### src/rpc_regs.svh
`ifndef RPC_REGS_SVH
`define RPC_REGS_SVH
// number of flip-flops in each pin synchroniser
`define RPC_SYNC_STAGES 2
// regulator state while the supply is held in reset
`define RPC_EN_RESET 1'h0
// pin synchroniser reset values: the idle levels of the two pins
`define RPC_PUB_IDLE 1'h1
`define RPC_TRST_IDLE 1'h0
`endif

### src/rpc_pkg.sv
package rpc_pkg;
	typedef enum logic [1:0] {
		RPC_OFF,
		RPC_NORMAL,
		RPC_STANDBY
	} rpc_mode_e;
endpackage

### src/rpc_sync.sv
`timescale 1ns/1ps
`default_nettype none
// two-flop synchroniser; the first stage feeds only the second
module rpc_sync #(
	parameter logic RESET_VAL = 1'h0
) (
	input  wire logic clk_i,
	input  wire logic rst_b_i,
	input  wire logic d_i,
	output logic      q_o
);
	logic meta;
	always_ff @(posedge clk_i or negedge rst_b_i)
	begin
		if (!rst_b_i)
		begin
			meta <= RESET_VAL;
			q_o  <= RESET_VAL;
		end
		else
		begin
			meta <= d_i;
			q_o  <= meta;
		end
	end
endmodule
`default_nettype wire

### src/rpc_power_control.sv
// Overview of operation
// power-up bar pin low keeps the regulator enabled regardless of other sources.
// test reset pin high keeps the regulator enabled regardless of other sources.
// request 1 enables; request 0 disables only with pin high and test reset low.
// initial-state input sets regulator state when the supply first comes up.
// a rising edge on the counter wake match turns the regulator on.
// core power-up output is the inverse of the power-up bar pin.
// core-powered indication is 1 while the core is powered.
// regulator enable output 1 switches regulator on, 0 switches it off.
// with test reset high or pin low, stay in normal operation.
// controller runs normally, arms counter, loads match, then drops the request.
// controller sets wake-on-match so the counter match ends standby.
// counter match and wake match follow equality only when wake-on-match is set.
// regulator enable is held state, set and cleared as the sources allow.
`timescale 1ns/1ps
`default_nettype none
`include "rpc_regs.svh"
module rpc_power_control
	import rpc_pkg::*;
(
	input  wire logic clk_i,
	input  wire logic rst_b_i,
	input  wire logic power_up_bar_pin_i,
	input  wire logic test_reset_pin_i,
	input  wire logic regulator_power_up_request_i,
	input  wire logic regulator_initial_state_i,
	input  wire logic counter_equal_i,
	input  wire logic wake_on_match_enable_i,
	output logic      counter_match_out_o,
	output logic      core_power_up_out_o,
	output logic      core_powered_ok_o,
	output logic      regulator_enable_out_o,
	output rpc_mode_e power_state_monitor_o
);
	localparam int PIN_COUNT = 2;
	// bit 0 carries the power-up bar pin, bit 1 the test reset pin
	localparam logic [PIN_COUNT-1:0] PIN_IDLE = {`RPC_TRST_IDLE, `RPC_PUB_IDLE};

	wire  [PIN_COUNT-1:0] pin_raw = {test_reset_pin_i, power_up_bar_pin_i};
	wire  [PIN_COUNT-1:0] pin_s;
	logic                 init_done;
	logic                 wake_d;
	logic                 reg_en;
	rpc_mode_e            idle_mode;

	// pins come from outside the clock domain; each passes two flops before use, except the raw power-up bar pin inverted onto the core power-up output
	// syncs reset to the idle levels so no forcing term appears out of reset
	genvar g;
	generate
		for (g = 0; g < PIN_COUNT; g = g + 1)
		begin : g_pin_sync
			rpc_sync #(
				.RESET_VAL (PIN_IDLE[g])
			) u_sync (
				.clk_i   (clk_i),
				.rst_b_i (rst_b_i),
				.d_i     (pin_raw[g]),
				.q_o     (pin_s[g])
			);
		end
	endgenerate

	wire pub_s  = pin_s[0];
	wire trst_s = pin_s[1];

	// the counter match is gated so nothing leaks out while wake-on-match is off
	wire wake_match  = counter_equal_i & wake_on_match_enable_i;
	wire wake_rise   = wake_match & ~wake_d;
	wire forced_on   = ~pub_s | trst_s;
	// a drop is allowed only when neither pin forces the regulator on
	wire may_clear   = ~regulator_power_up_request_i & ~forced_on;
	wire set_cause   = wake_rise | regulator_power_up_request_i;
	// set beats clear so a wake landing together with a drop is never lost
	wire next_reg_en = !init_done ? regulator_initial_state_i :
		set_cause ? 1'h1 :
		may_clear ? 1'h0 : reg_en;
	wire pub_pin_b   = ~power_up_bar_pin_i;

	// the strap is read on the first edge after the supply comes up, never again
	always_ff @(posedge clk_i or negedge rst_b_i)
	begin
		if (!rst_b_i)
			init_done <= 1'h0;
		else
			init_done <= 1'h1;
	end

	// reset low equals the gated match while wake-on-match is off: no false edge
	always_ff @(posedge clk_i or negedge rst_b_i)
	begin
		if (!rst_b_i)
			wake_d <= 1'h0;
		else
			wake_d <= wake_match;
	end

	always_ff @(posedge clk_i or negedge rst_b_i)
	begin
		if (!rst_b_i)
			reg_en <= `RPC_EN_RESET;
		else
			reg_en <= next_reg_en;
	end

	// forcing terms are ORed in directly so a pin acts without waiting on the flop
	assign idle_mode              = wake_on_match_enable_i ? RPC_STANDBY : RPC_OFF;
	assign regulator_enable_out_o = reg_en | forced_on;
	// the core only runs while the regulator is on, so the flag mirrors the enable
	assign core_powered_ok_o      = regulator_enable_out_o;
	assign core_power_up_out_o    = pub_pin_b;
	assign counter_match_out_o    = wake_match;
	assign power_state_monitor_o  = (forced_on | reg_en) ? RPC_NORMAL : idle_mode;

	// pin checks look two edges back, matching the synchroniser delay
	pub_forces_a: assert property (@(posedge clk_i) disable iff (!rst_b_i)
		$past(init_done) && !$past(power_up_bar_pin_i, `RPC_SYNC_STAGES)
		|-> regulator_enable_out_o)
		else $error("regulator off while power-up bar pin low");

	trst_forces_a: assert property (@(posedge clk_i) disable iff (!rst_b_i)
		$past(init_done) && $past(test_reset_pin_i, `RPC_SYNC_STAGES)
		|-> regulator_enable_out_o)
		else $error("regulator off while test reset pin high");

	trst_normal_a: assert property (@(posedge clk_i) disable iff (!rst_b_i)
		trst_s
		|-> power_state_monitor_o == RPC_NORMAL)
		else $error("not normal while test reset high");

	pub_normal_a: assert property (@(posedge clk_i) disable iff (!rst_b_i)
		!pub_s
		|-> power_state_monitor_o == RPC_NORMAL)
		else $error("not normal while power-up bar pin low");

	request_drop_a: assert property (@(posedge clk_i) disable iff (!rst_b_i)
		init_done && may_clear && !wake_rise
		|=> !reg_en)
		else $error("request drop ignored");

	request_on_a: assert property (@(posedge clk_i) disable iff (!rst_b_i)
		init_done && regulator_power_up_request_i
		|=> regulator_enable_out_o)
		else $error("request did not enable");

	init_state_a: assert property (@(posedge clk_i) disable iff (!rst_b_i)
		!init_done
		|=> reg_en == $past(regulator_initial_state_i))
		else $error("initial state not taken");

	reset_off_a: assert property (@(posedge clk_i) disable iff (!rst_b_i)
		!init_done && !forced_on
		|-> !regulator_enable_out_o)
		else $error("regulator on before the strap was taken");

	strap_once_a: assert property (@(posedge clk_i) disable iff (!rst_b_i)
		init_done
		|=> init_done)
		else $error("strap window reopened");

	wake_edge_a: assert property (@(posedge clk_i) disable iff (!rst_b_i)
		init_done && $rose(wake_match)
		|=> reg_en)
		else $error("wake edge did not enable");

	standby_wake_a: assert property (@(posedge clk_i) disable iff (!rst_b_i)
		init_done && power_state_monitor_o == RPC_STANDBY && $rose(counter_match_out_o)
		|=> regulator_enable_out_o)
		else $error("standby not left on wake match");

	pub_invert_a: assert property (@(posedge clk_i) disable iff (!rst_b_i)
		1'h1
		|-> core_power_up_out_o != power_up_bar_pin_i)
		else $error("core power-up not inverse of pin");

	good_follows_a: assert property (@(posedge clk_i) disable iff (!rst_b_i)
		1'h1
		|-> core_powered_ok_o == regulator_enable_out_o)
		else $error("powered indication wrong");

	en_normal_a: assert property (@(posedge clk_i) disable iff (!rst_b_i)
		regulator_enable_out_o
		|-> power_state_monitor_o == RPC_NORMAL)
		else $error("regulator on but mode not normal");

	off_mode_a: assert property (@(posedge clk_i) disable iff (!rst_b_i)
		!regulator_enable_out_o
		|-> power_state_monitor_o != RPC_NORMAL)
		else $error("regulator off but mode normal");

	monitor_legal_a: assert property (@(posedge clk_i) disable iff (!rst_b_i)
		1'h1
		|-> power_state_monitor_o inside {RPC_OFF, RPC_NORMAL, RPC_STANDBY})
		else $error("mode outside the defined codes");

	forced_hold_a: assert property (@(posedge clk_i) disable iff (!rst_b_i)
		init_done && forced_on && reg_en
		|=> reg_en)
		else $error("regulator state dropped while a pin forces it");

	match_gate_a: assert property (@(posedge clk_i) disable iff (!rst_b_i)
		!wake_on_match_enable_i
		|-> !counter_match_out_o)
		else $error("match out while wake-on-match off");

	match_follow_a: assert property (@(posedge clk_i) disable iff (!rst_b_i)
		wake_on_match_enable_i
		|-> counter_match_out_o == counter_equal_i)
		else $error("match out does not follow equality");

	wake_gate_a: assert property (@(posedge clk_i) disable iff (!rst_b_i)
		init_done && !wake_on_match_enable_i && !regulator_power_up_request_i
		|=> !$rose(reg_en))
		else $error("regulator woke with wake-on-match off");

	hold_state_a: assert property (@(posedge clk_i) disable iff (!rst_b_i)
		init_done && !may_clear && !wake_rise && !regulator_power_up_request_i
		|=> reg_en == $past(reg_en))
		else $error("regulator state changed without cause");

	clear_cause_a: assert property (@(posedge clk_i) disable iff (!rst_b_i)
		init_done && $fell(reg_en)
		|-> $past(may_clear))
		else $error("regulator state cleared without a drop");

	rise_cause_a: assert property (@(posedge clk_i) disable iff (!rst_b_i)
		$past(init_done) && $rose(reg_en)
		|-> $past(set_cause))
		else $error("regulator state set without a cause");
endmodule
`default_nettype wire

### config.mk
export PLATFORM = sky130hd
export DESIGN_NAME = rpc_power_control
export DESIGN_NICKNAME = d
export VERILOG_FILES = /design/src/rpc_pkg.sv /design/src/rpc_sync.sv /design/src/rpc_power_control.sv
export VERILOG_INCLUDE_DIRS = /design/src
export SDC_FILE = /design/constraint.sdc
export NUM_CORES = 1
export LEC_CHECK = 0
export ABC_AREA = 1
export ABC_CLOCK_PERIOD_IN_PS = 1040
export BUFFER_PORTS_ARGS = -buffer_cell sky130_fd_sc_hd__buf_2
export CAP_MARGIN = 25
export CORE_AREA = 2 2 39 41
export CTS_CLUSTER_SIZE = 28
export DETAILED_ROUTE_END_ITERATION = 12
export DIE_AREA = 0 0 41 43
export GPL_ROUTABILITY_DRIVEN = 0
export PLACE_DENSITY = 0.4
export SLEW_MARGIN = 15
export SYNTH_ARGS = -nofsm -noshare
export SYNTH_HDL_FRONTEND = slang
export SYNTH_HIERARCHICAL = 1
export SYNTH_SLANG_ARGS = --single-unit
### constraint.sdc
create_clock -name clk_i -period 1.04 [get_ports clk_i]
set_clock_uncertainty 0.05 [all_clocks]
set_input_delay 0.312 -clock clk_i [delete_from_list [all_inputs] [get_ports clk_i]]
set_output_delay 0.312 -clock clk_i [all_outputs]
set_load 0.1 [all_outputs]
==> impl_results.rst, run 1 <==
.. list-table::
   :header-rows: 1

   * - Metric
     - Value
   * - Remaining global-route overflow
     - 0
   * - RSZ-0062 raised after global routing
     - yes
   * - Yosys top cell by area
     - dfrtp_1
   * - Die area
     - 0.00176 mm2
   * - Pin count of the biggest net entering global routing
     - 8
   * - Pwr/cell area
     - 1350 mW/mm2
   * - Maximum vdd drop
     - 0.000577 V
   * - Gr usage total
     - 8.01%
   * - Final period utilization
     - 149%
   * - Post-layout total power
     - 719 uW
   * - Critical Path AT
     - 1.19 ns
   * - Placed Instance Area
     - 459 um2
   * - Kind of launch point of the worst setup path
     - register
   * - DRT iter0 DRCs
     - 3
   * - Final-stage net count
     - 57
   * - Number of standard cells in the final layout excluding fillers
     - 64
   * - Inserted Clock Buffers
     - 3
   * - Shortest period the worst path allows
     - 1.55 ns
   * - Vias post-DR
     - 228
   * - Portion of the post-synthesis area used by sequential elements
     - 65.7%
   * - Crit Path Class
     - register to output pin
   * - Insertion delay of the later-clocked pin in the worst-skew pair
     - 0.25 ns
   * - Seq cells post-synth
     - 7
   * - Commonest cells in the netlist
     - inv_1 (7), dfrtp_1 (5), nor2_1 (4)
   * - Number of setup violations in the final report
     - 5
   * - Die span in x
     - 41 um
   * - Post-detailed-route via-to-cell ratio
     - 3.56
   * - Via count of the first global-routing pass
     - 227
   * - Worst hold-check path type
     - input pin to register
   * - Standard-cell rows
     - 14
   * - DPL Wire Length
     - 395 um
   * - Share of synthesized flip-flops with an asynchronous set or reset
     - 100%
   * - Diodes inserted
     - 0
   * - Synth top area share
     - 46.3%
   * - Clk slew on worst S/H paths
     - 0.05 ns
   * - Number of distinct library cells after synthesis
     - 10
   * - Number of maximum-capacitance violations
     - 0
   * - Post-synth top flop
     - dfrtp_1
   * - Total core area
     - 0.00138 mm2
   * - Cell with the most instances after synthesis
     - inv_1
   * - CTS tree
     - built
   * - # port buffers
     - 13
   * - Violated checks
     - negative setup slack
   * - Pins Over Slew Limit
     - 0
   * - Gate count of the mapped netlist
     - 27
   * - Total standard cell area after synthesis
     - 270 um2
   * - Avg WL per Cell
     - 7.55 um
   * - Sinks on the clock net
     - 7
   * - Worst-path cell with the longest stage delay
     - dfstp_2
   * - Routed wire length
     - 483 um
   * - Chain of cells forming the critical path
     - nand3_4 > nor2_4 > buf_12
   * - Cells taking the most area after synthesis
     - dfrtp_1 (46%), dfstp_2 (19%), inv_1 (9.7%)
   * - Largest fanout on the critical path
     - 4
   * - Root Buffer
     - clkbuf_4
   * - Post-route standard cell area excluding fillers
     - 533 um2
   * - Area added between synthesis and finish
     - 97.2%
   * - Maximum level of the CTS H-tree
     - 1
   * - EDFF count, synth
     - 0
   * - Maximum count of clock buffers along a single path
     - 2
   * - Synthesized Nets
     - 35
   * - Antenna violation net count after detailed routing
     - 0
   * - Stage delay of the slowest cell on the critical path
     - 0.55 ns
   * - Number of warning messages in the yosys log
     - 6
   * - Number of antenna violations at the first check in global routing
     - 0
   * - Mean instance size in the synthesized netlist
     - 10.0 um2
   * - DR pass1 iterations
     - 2
   * - Required time worst endpoint
     - 0.68 ns
   * - Placed Cells incl. Taps
     - 58
   * - Top-level I/O count
     - 14
   * - Ratio of cells with drive above 1 in the final layout
     - 62.5%
   * - Crit end category
     - output pin
   * - Post-route DRC
     - 0
   * - Final hold violations
     - 0
   * - Cell leakage power
     - 0.248 nW
   * - DIE HEIGHT
     - 43 um
   * - Fmax
     - 0.645 GHz
   * - Initial core utilization
     - 19.5%
   * - Crit path setup slack, layout
     - -0.510 ns
   * - Global-route wire length before repair
     - 855 um
   * - Final-layout setup total negative slack
     - -1.97 ns
   * - Outcome
     - finished, violations left
[metrics by stage]
stage | util, % | hold slack, ns | setup slack [ns]
2_1_floorplan | - | -0.0336 | -0.786
3_3_place_gp | 33.2 | 0.0991 | -0.252
3_5_place_dp | 33.2 | 0.101 | -0.272
4_1_cts | 38.5 | 0.105 | -0.535
5_1_grt | 38.5 | 0.108 | -0.557
6_report | 38.5 | 0.122 | -0.510
[metal layers]
layer  track usage (%)  wire length, um
met1              7.31              159
met2              11.3              277
met3              3.14               37
met4              10.0                8
met5                 0                0
[sequential cells by signal, summed over array words and instances (netlist names)]
| signal | count |
|---|---|
| g_pin_sync.u_sync/meta | 2 |
| g_pin_sync.u_sync/q_o | 2 |
| init_done | 1 |
| reg_en | 1 |
| wake_d | 1 |
[layout by cell type (no fill, tap or decap)]
master,synthesis,routed
a21oi_2,1,1
buf_12,0,3
buf_2,0,4
buf_4,2,8
buf_6,0,2
buf_8,0,1
clkbuf_1,0,1
clkbuf_4,0,3
clkinvlp_4,0,2
conb_1,1,1
dfrtp_1,5,5
dfstp_2,2,2
dlygate4sd3_1,0,1
inv_1,7,5
nand2_1,2,1
nand2_8,0,1
nand3_1,2,1
nand3_4,0,1
nor2_1,4,3
nor2_2,1,1
nor2_4,0,1
[what timing repair did]
action,4_1_cts,5_1_grt
setup endpoints to repair,6,5
pin swaps,1,0
resized for setup,9,0
buffers inserted,1,0
hold buffers,1,0
endpoints found under the hold margin,5,0
[power by group]
part	internal [mW]	switching, mW	total (mW)
combinational	0.0701	0.113	0.183
sequential	0.291	0.00557	0.297
clock	0.146	0.0938	0.240
[layout make-up]
type / count / area (um2)
Fill cell: 145 / 851
Multi-Input combinational cell: 11 / 87.6
Clock buffer: 4 / 26.3
Inverter: 7 / 33.8
Timing Repair Buffer: 19 / 188
Sequential cell: 7 / 178
Tap cell: 16 / 20.0
[cell families after synthesis]
family / synth area share, %
other: 1.39
DFF: 65.7
AOI/OAI and AO/OA: 3.24
and+or+nand+nor: 14.4
buffers and inverters: 15.3
[path summary, 6_finish.rpt]
kind	start	endpoint	slack, ns	cells past startpoint
setup / recovery	g_pin_sync[0].u_sync/q_o	power_state_monitor_o[1]	-0.51	3
hold / removal	test_reset_pin_i	g_pin_sync[1].u_sync/meta	0.12	1
setup reg to reg	g_pin_sync[0].u_sync/q_o	reg_en	0.04	4
hold reg to reg	g_pin_sync[1].u_sync/meta	g_pin_sync[1].u_sync/q_o	0.30	0
max in group asynchronous	rst_b_i	g_pin_sync[0].u_sync/meta	0.34	2
min in group asynchronous	rst_b_i	reg_en	0.37	2
[worst max-delay path: cells and delay by family, from the launching register on]
| kind | cells | cell delay [ns] |
|---|---|---|
| flip-flops | 1 | 0.55 |
| AND/OR/NAND/NOR | 2 | 0.21 |
| buffers and inverters | 1 | 0.18 |
Power figures use the tool's default switching activity.
==> inputs of run 2 (changes only) <==
--- a/config.mk
+++ b/config.mk
@@ -7,15 +7,15 @@
 export NUM_CORES = 1
 export LEC_CHECK = 0
 export ABC_AREA = 1
-export ABC_CLOCK_PERIOD_IN_PS = 1040
+export ABC_CLOCK_PERIOD_IN_PS = 1550
 export BUFFER_PORTS_ARGS = -buffer_cell sky130_fd_sc_hd__buf_2
 export CAP_MARGIN = 25
-export CORE_AREA = 2 2 39 41
+export CORE_AREA = 4 4 41 43
 export CTS_CLUSTER_SIZE = 28
 export DETAILED_ROUTE_END_ITERATION = 12
-export DIE_AREA = 0 0 41 43
+export DIE_AREA = 0 0 45 47
 export GPL_ROUTABILITY_DRIVEN = 0
-export PLACE_DENSITY = 0.4
+export PLACE_DENSITY = 0.38
 export SLEW_MARGIN = 15
 export SYNTH_ARGS = -nofsm -noshare
 export SYNTH_HDL_FRONTEND = slang
==> constraint.sdc (replaced) <==
create_clock -name clk_i -period 1.55 [get_ports clk_i]
set_clock_uncertainty 0.05 [all_clocks]
set_input_delay 0.465 -clock clk_i [delete_from_list [all_inputs] [get_ports clk_i]]
set_output_delay 0.465 -clock clk_i [all_outputs]
set_load 0.1 [all_outputs]
==> run 2 against run 1 <==
- the flow still finishes with violations (negative setup slack)
- worst hold slack gained 0.14 ns
- first-iteration DRC count shrank 100%
- register-to-register slack gained 0.49 ns
- final cell count shrank 7.8%
- wire length shrank 4.6%
- critical path depth is the same
- total power shrank 35%
- via count shrank 6.1%
- highest routed layer unchanged
==> impl_results.rst, run 2 (synthesis gave the netlist of run 1 again) <==
.. list-table::
   :header-rows: 1

   * - Metric
     - Value
   * - Die area
     - 0.00212 mm2
   * - Pins Over Slew Limit
     - 0
   * - Final hold violations
     - 0
   * - Shortest period the worst path allows
     - 1.71 ns
   * - Pwr/cell area
     - 1010 mW/mm2
   * - Antenna violation net count after detailed routing
     - 0
   * - Insertion delay of the later-clocked pin in the worst-skew pair
     - 0.25 ns
   * - DPL Wire Length
     - 382 um
   * - Avg WL per Cell
     - 7.81 um
   * - Cell leakage power
     - 0.221 nW
   * - Standard-cell rows
     - 13
   * - Register Area
     - 178 um2
   * - Largest registers in the final layout
     - g_pin_sync.u_sync/meta x2, g_pin_sync.u_sync/q_o x2
   * - Commonest cells after routing, fill and taps aside
     - buf_2 (7), inv_1 (5), dfrtp_1 (5)
   * - Root Buffer
     - clkbuf_4
   * - CTS tree
     - built
   * - Remaining global-route overflow
     - 0
   * - Final-stage net count
     - 53
   * - Worst hold-check path type
     - input pin to register
   * - Post-detailed-route via-to-cell ratio
     - 3.63
   * - Number of antenna violations at the first check in global routing
     - 0
   * - DR pass1 iterations
     - 1
   * - Diodes inserted
     - 0
   * - Inserted Clock Buffers
     - 3
   * - DIE HEIGHT
     - 47 um
   * - DRT iter0 DRCs
     - 0
   * - Commonest non-fill, non-tap cell in the layout
     - buf_2
   * - Maximum level of the CTS H-tree
     - 1
   * - Kind of launch point of the worst setup path
     - register
   * - Crit end category
     - output pin
   * - Clk slew on worst S/H paths
     - 0.05 ns
   * - RSZ-0062 raised after global routing
     - yes
   * - Gr usage total
     - 4.94%
   * - Number of maximum-capacitance violations
     - 0
   * - Worst slack on hold paths
     - 0.267 ns
   * - Critical Path AT
     - 1.19 ns
   * - Fmax
     - 0.586 GHz
   * - Number of setup violations in the final report
     - 4
   * - Top-level I/O count
     - 14
   * - Crit Path Class
     - register to output pin
   * - Outcome
     - finished, violations left
   * - Sinks on the clock net
     - 7
   * - Global-route wire length before repair
     - 655 um
   * - Largest fanout on the critical path
     - 4
   * - Via count of the first global-routing pass
     - 184
   * - Fillers
     - 149
   * - Maximum count of clock buffers along a single path
     - 2
   * - Area of the multi-input gates
     - 71.3 um2
   * - Final period utilization
     - 110%
   * - Total core area
     - 0.00130 mm2
   * - Area added between synthesis and finish
     - 71.8%
   * - Violated checks
     - negative setup slack
   * - Pin count of the biggest net entering global routing
     - 8
   * - Maximum vdd drop
     - 0.000347 V
   * - Vias post-DR
     - 214
   * - Routed wire length
     - 461 um
   * - Post-route DRC
     - 0
   * - Initial core utilization
     - 20.8%
   * - Required time worst endpoint
     - 1.03 ns
   * - Placement Setup Slack
     - 0.0766 ns
   * - Ratio of cells with drive above 1 in the final layout
     - 59.1%
   * - # port buffers
     - 13
   * - Die span in x
     - 45 um
   * - Crit path setup slack, layout
     - -0.158 ns
## run 2: critical path, stage by stage (launching register included)
cell,delay (ns)
dfstp_2,0.55
nand3_4,0.10
nor2_4,0.11
buf_12,0.18
## run 2: per-layer routing
layer	track usage [%]	wire [um]	vias up
met3	3.83	59	3
met2	6.78	189	14
met1	4.43	193	91
met4	5.26	19	0
met5	0	0	-
li1	-	-	106
## run 2: power by group
part / internal (mW) / switching, mW / total [mW]
Combinational: 0.0332 / 0.0712 / 0.104
Clock: 0.0943 / 0.0706 / 0.165
Sequential: 0.195 / 0.00370 / 0.199
## run 2: area by class of cell
cell class | instances | area share, %
clock buffer | 3 | 4.85
clock inverter | 1 | 1.08
inverter | 7 | 7.28
multi-input combinational | 11 | 15.4
sequential | 7 | 38.3
tap | 15 | 4.04
timing repair buffer | 15 | 29.1
## run 2: worst paths after layout
path                                      startpoint                         to  slack, ns  cells after the start
min in group asynchronous                    rst_b_i                     reg_en       0.51                      2
hold reg to reg            g_pin_sync[0].u_sync/meta   g_pin_sync[0].u_sync/q_o       0.30                      0
setup / recovery            g_pin_sync[0].u_sync/q_o   power_state_monitor_o[1]      -0.16                      3
max in group asynchronous                    rst_b_i   g_pin_sync[0].u_sync/q_o       0.71                      2
hold / removal                      test_reset_pin_i  g_pin_sync[1].u_sync/meta       0.27                      1
setup reg to reg            g_pin_sync[0].u_sync/q_o                     reg_en       0.53                      4
## run 2: stage by stage
step	setup TNS [ns]	area, um2	total power [mW]	utilization (%)	instances
6_report	-0.508	464	0.468	35.7	59
5_1_grt	-0.637	464	0.496	35.7	59
4_1_cts	-0.581	464	0.480	35.7	59
3_5_place_dp	0	412	0.302	31.6	53
3_3_place_gp	0	412	0.301	31.6	53
2_1_floorplan	-0.793	298	0.270	-	27
## run 2: timing repair
item                                    4_1_cts  5_1_grt
hold endpoints to repair                      5        0
pin swaps                                     1        0
gates resized for setup                       3        0
setup buffers                                 1        0
hold buffers                                  1        0
endpoints found under the setup margin        4        4
==> inputs of run 3 (changes only) <==
--- a/config.mk
+++ b/config.mk
@@ -15,6 +15,7 @@
 export DETAILED_ROUTE_END_ITERATION = 12
 export DIE_AREA = 0 0 45 47
 export GPL_ROUTABILITY_DRIVEN = 0
+export GPL_TIMING_DRIVEN = 0
 export PLACE_DENSITY = 0.38
 export SLEW_MARGIN = 15
 export SYNTH_ARGS = -nofsm -noshare
==> run 3 against run 2 <==
- the flow still finishes with violations (negative setup slack)
- flip-flop and latch count stayed put
- combinational power is essentially flat
- critical path depth did not move
- via count is 3.3% higher
- first-iteration DRC count grew 2
- critical path type unchanged
- critical endpoint unchanged
- largest cell class unchanged
- largest power group unchanged
- highest routed layer is now met3
==> impl_results.rst, run 3 (synthesis gave the netlist of run 1 again) <==
.. list-table::
   :header-rows: 1

   * - Metric
     - Value
   * - Clk slew on worst S/H paths
     - 0.05 ns
   * - Routed wire length
     - 467 um
   * - CTS tree
     - built
   * - Post-layout total power
     - 466 uW
   * - Standard-cell rows
     - 13
   * - DPL Wire Length
     - 382 um
   * - Placement Setup Slack
     - -0.132 ns
   * - RSZ-0062 raised after global routing
     - yes
   * - Number of standard cells in the final layout excluding fillers
     - 61
   * - Largest fanout on the critical path
     - 4
   * - Via count of the first global-routing pass
     - 206
   * - Top-level I/O count
     - 14
   * - Global-route wire length before repair
     - 828 um
   * - DRT iter0 DRCs
     - 2
   * - Crit end category
     - output pin
   * - Inserted Clock Buffers
     - 3
   * - Cell depth of the worst min-delay path
     - 1
   * - Crit Path Class
     - register to output pin
   * - Worst hold-check path type
     - input pin to register
   * - Final hold violations
     - 0
   * - Largest registers in the final layout
     - g_pin_sync.u_sync/meta x2, g_pin_sync.u_sync/q_o x2
   * - Commonest non-fill, non-tap cell in the layout
     - buf_2
   * - # port buffers
     - 13
   * - Violated checks
     - negative setup slack
   * - Ratio of cells with drive above 1 in the final layout
     - 58.7%
   * - Commonest cells after routing, fill and taps aside
     - buf_2 (7), inv_1 (5), dfrtp_1 (5)
   * - Pins Over Slew Limit
     - 0
   * - Kind of launch point of the worst setup path
     - register
   * - Remaining global-route overflow
     - 0
   * - DIE HEIGHT
     - 47 um
   * - Number of antenna violations at the first check in global routing
     - 0
   * - Shortest period the worst path allows
     - 1.71 ns
   * - Antenna violation net count after detailed routing
     - 0
   * - DR pass1 iterations
     - 2
   * - Pin count of the biggest net entering global routing
     - 8
   * - Diodes inserted
     - 0
   * - Area added between synthesis and finish
     - 79.6%
   * - Final-stage net count
     - 55
   * - Crit path setup slack, layout
     - -0.162 ns
   * - Pwr/cell area
     - 959 mW/mm2
   * - Total core area
     - 0.00130 mm2
   * - Number of maximum-capacitance violations
     - 0
   * - Number of setup violations in the final report
     - 4
   * - Sinks on the clock net
     - 7
   * - Post-route DRC
     - 0
   * - Placed Cells incl. Taps
     - 55
   * - Root Buffer
     - clkbuf_4
   * - Avg WL per Cell
     - 7.66 um
   * - Insertion delay of the later-clocked pin in the worst-skew pair
     - 0.24 ns
   * - Worst slack on hold paths
     - 0.276 ns
   * - Fmax
     - 0.584 GHz
   * - Die area
     - 0.00212 mm2
   * - Initial core utilization
     - 20.8%
   * - Gr usage total
     - 5.74%
   * - R2R cell count
     - 4
   * - Required time worst endpoint
     - 1.03 ns
   * - Vias post-DR
     - 221
   * - Core utilization of the finished layout
     - 37.3%
   * - Final period utilization
     - 110%
   * - Outcome
     - finished, violations left
   * - Critical Path AT
     - 1.20 ns
   * - Die span in x
     - 45 um
   * - Cell leakage power
     - 0.234 nW
   * - Maximum level of the CTS H-tree
     - 1
   * - Maximum count of clock buffers along a single path
     - 2
   * - Maximum vdd drop
     - 0.000387 V
   * - Post-detailed-route via-to-cell ratio
     - 3.62
## run 3: area by class of cell
| type | count | area, um2 |
|---|---|---|
| fillers | 151 | 816 |
| flip-flops and latches | 7 | 178 |
| repair buffers | 15 | 135 |
| multi-input cells | 11 | 71.3 |
| inverters | 7 | 33.8 |
| clock buffers | 4 | 26.3 |
| plain buffers | 2 | 22.5 |
| well taps | 15 | 18.8 |
## run 3: path summary, 6_finish.rpt
path	from	to	slack, ns
min in group asynchronous	rst_b_i	init_done	0.53
hold reg to reg	g_pin_sync[1].u_sync/meta	g_pin_sync[1].u_sync/q_o	0.30
setup / recovery	g_pin_sync[0].u_sync/q_o	power_state_monitor_o[1]	-0.16
hold / removal	test_reset_pin_i	g_pin_sync[1].u_sync/meta	0.28
setup reg to reg	g_pin_sync[0].u_sync/q_o	reg_en	0.55
max in group asynchronous	rst_b_i	g_pin_sync[0].u_sync/q_o	0.69
## run 3: timing repair
action	in CTS	in global routing
pin swaps	1	0
buffers inserted	1	0
setup endpoints to repair	6	4
hold buffers	1	0
hold endpoints to repair	5	0
resized for setup	17	0
gates cloned	0	0
## run 3: where the power goes
part           total, mW  switching, mW  internal, mW
combinational      0.107         0.0717        0.0348
sequential         0.199        0.00347         0.195
clock              0.160         0.0625        0.0979
## run 3: through the flow
| step | TNS [ns] | cell area, um2 |
|---|---|---|
| detailed placement | -0.303 | 382 |
| global route | -0.819 | 485 |
| floorplan | -0.793 | 298 |
| finish | -0.595 | 485 |
| global placement | -0.277 | 382 |
| CTS | -0.642 | 485 |
## run 3: layer usage
layer,up-vias,global-route usage [%],share of wire [%]
met5,-,0,0
li1,110,-,-
met2,11,8.19,55
met3,0,2.68,13
met1,100,6.31,31
met4,0,5.26,0
## run 3: critical path: stages (launching register included)
cell,delay [ns]
dfstp_2,0.55
nand3_4,0.11
nor2_4,0.12
buf_12,0.18
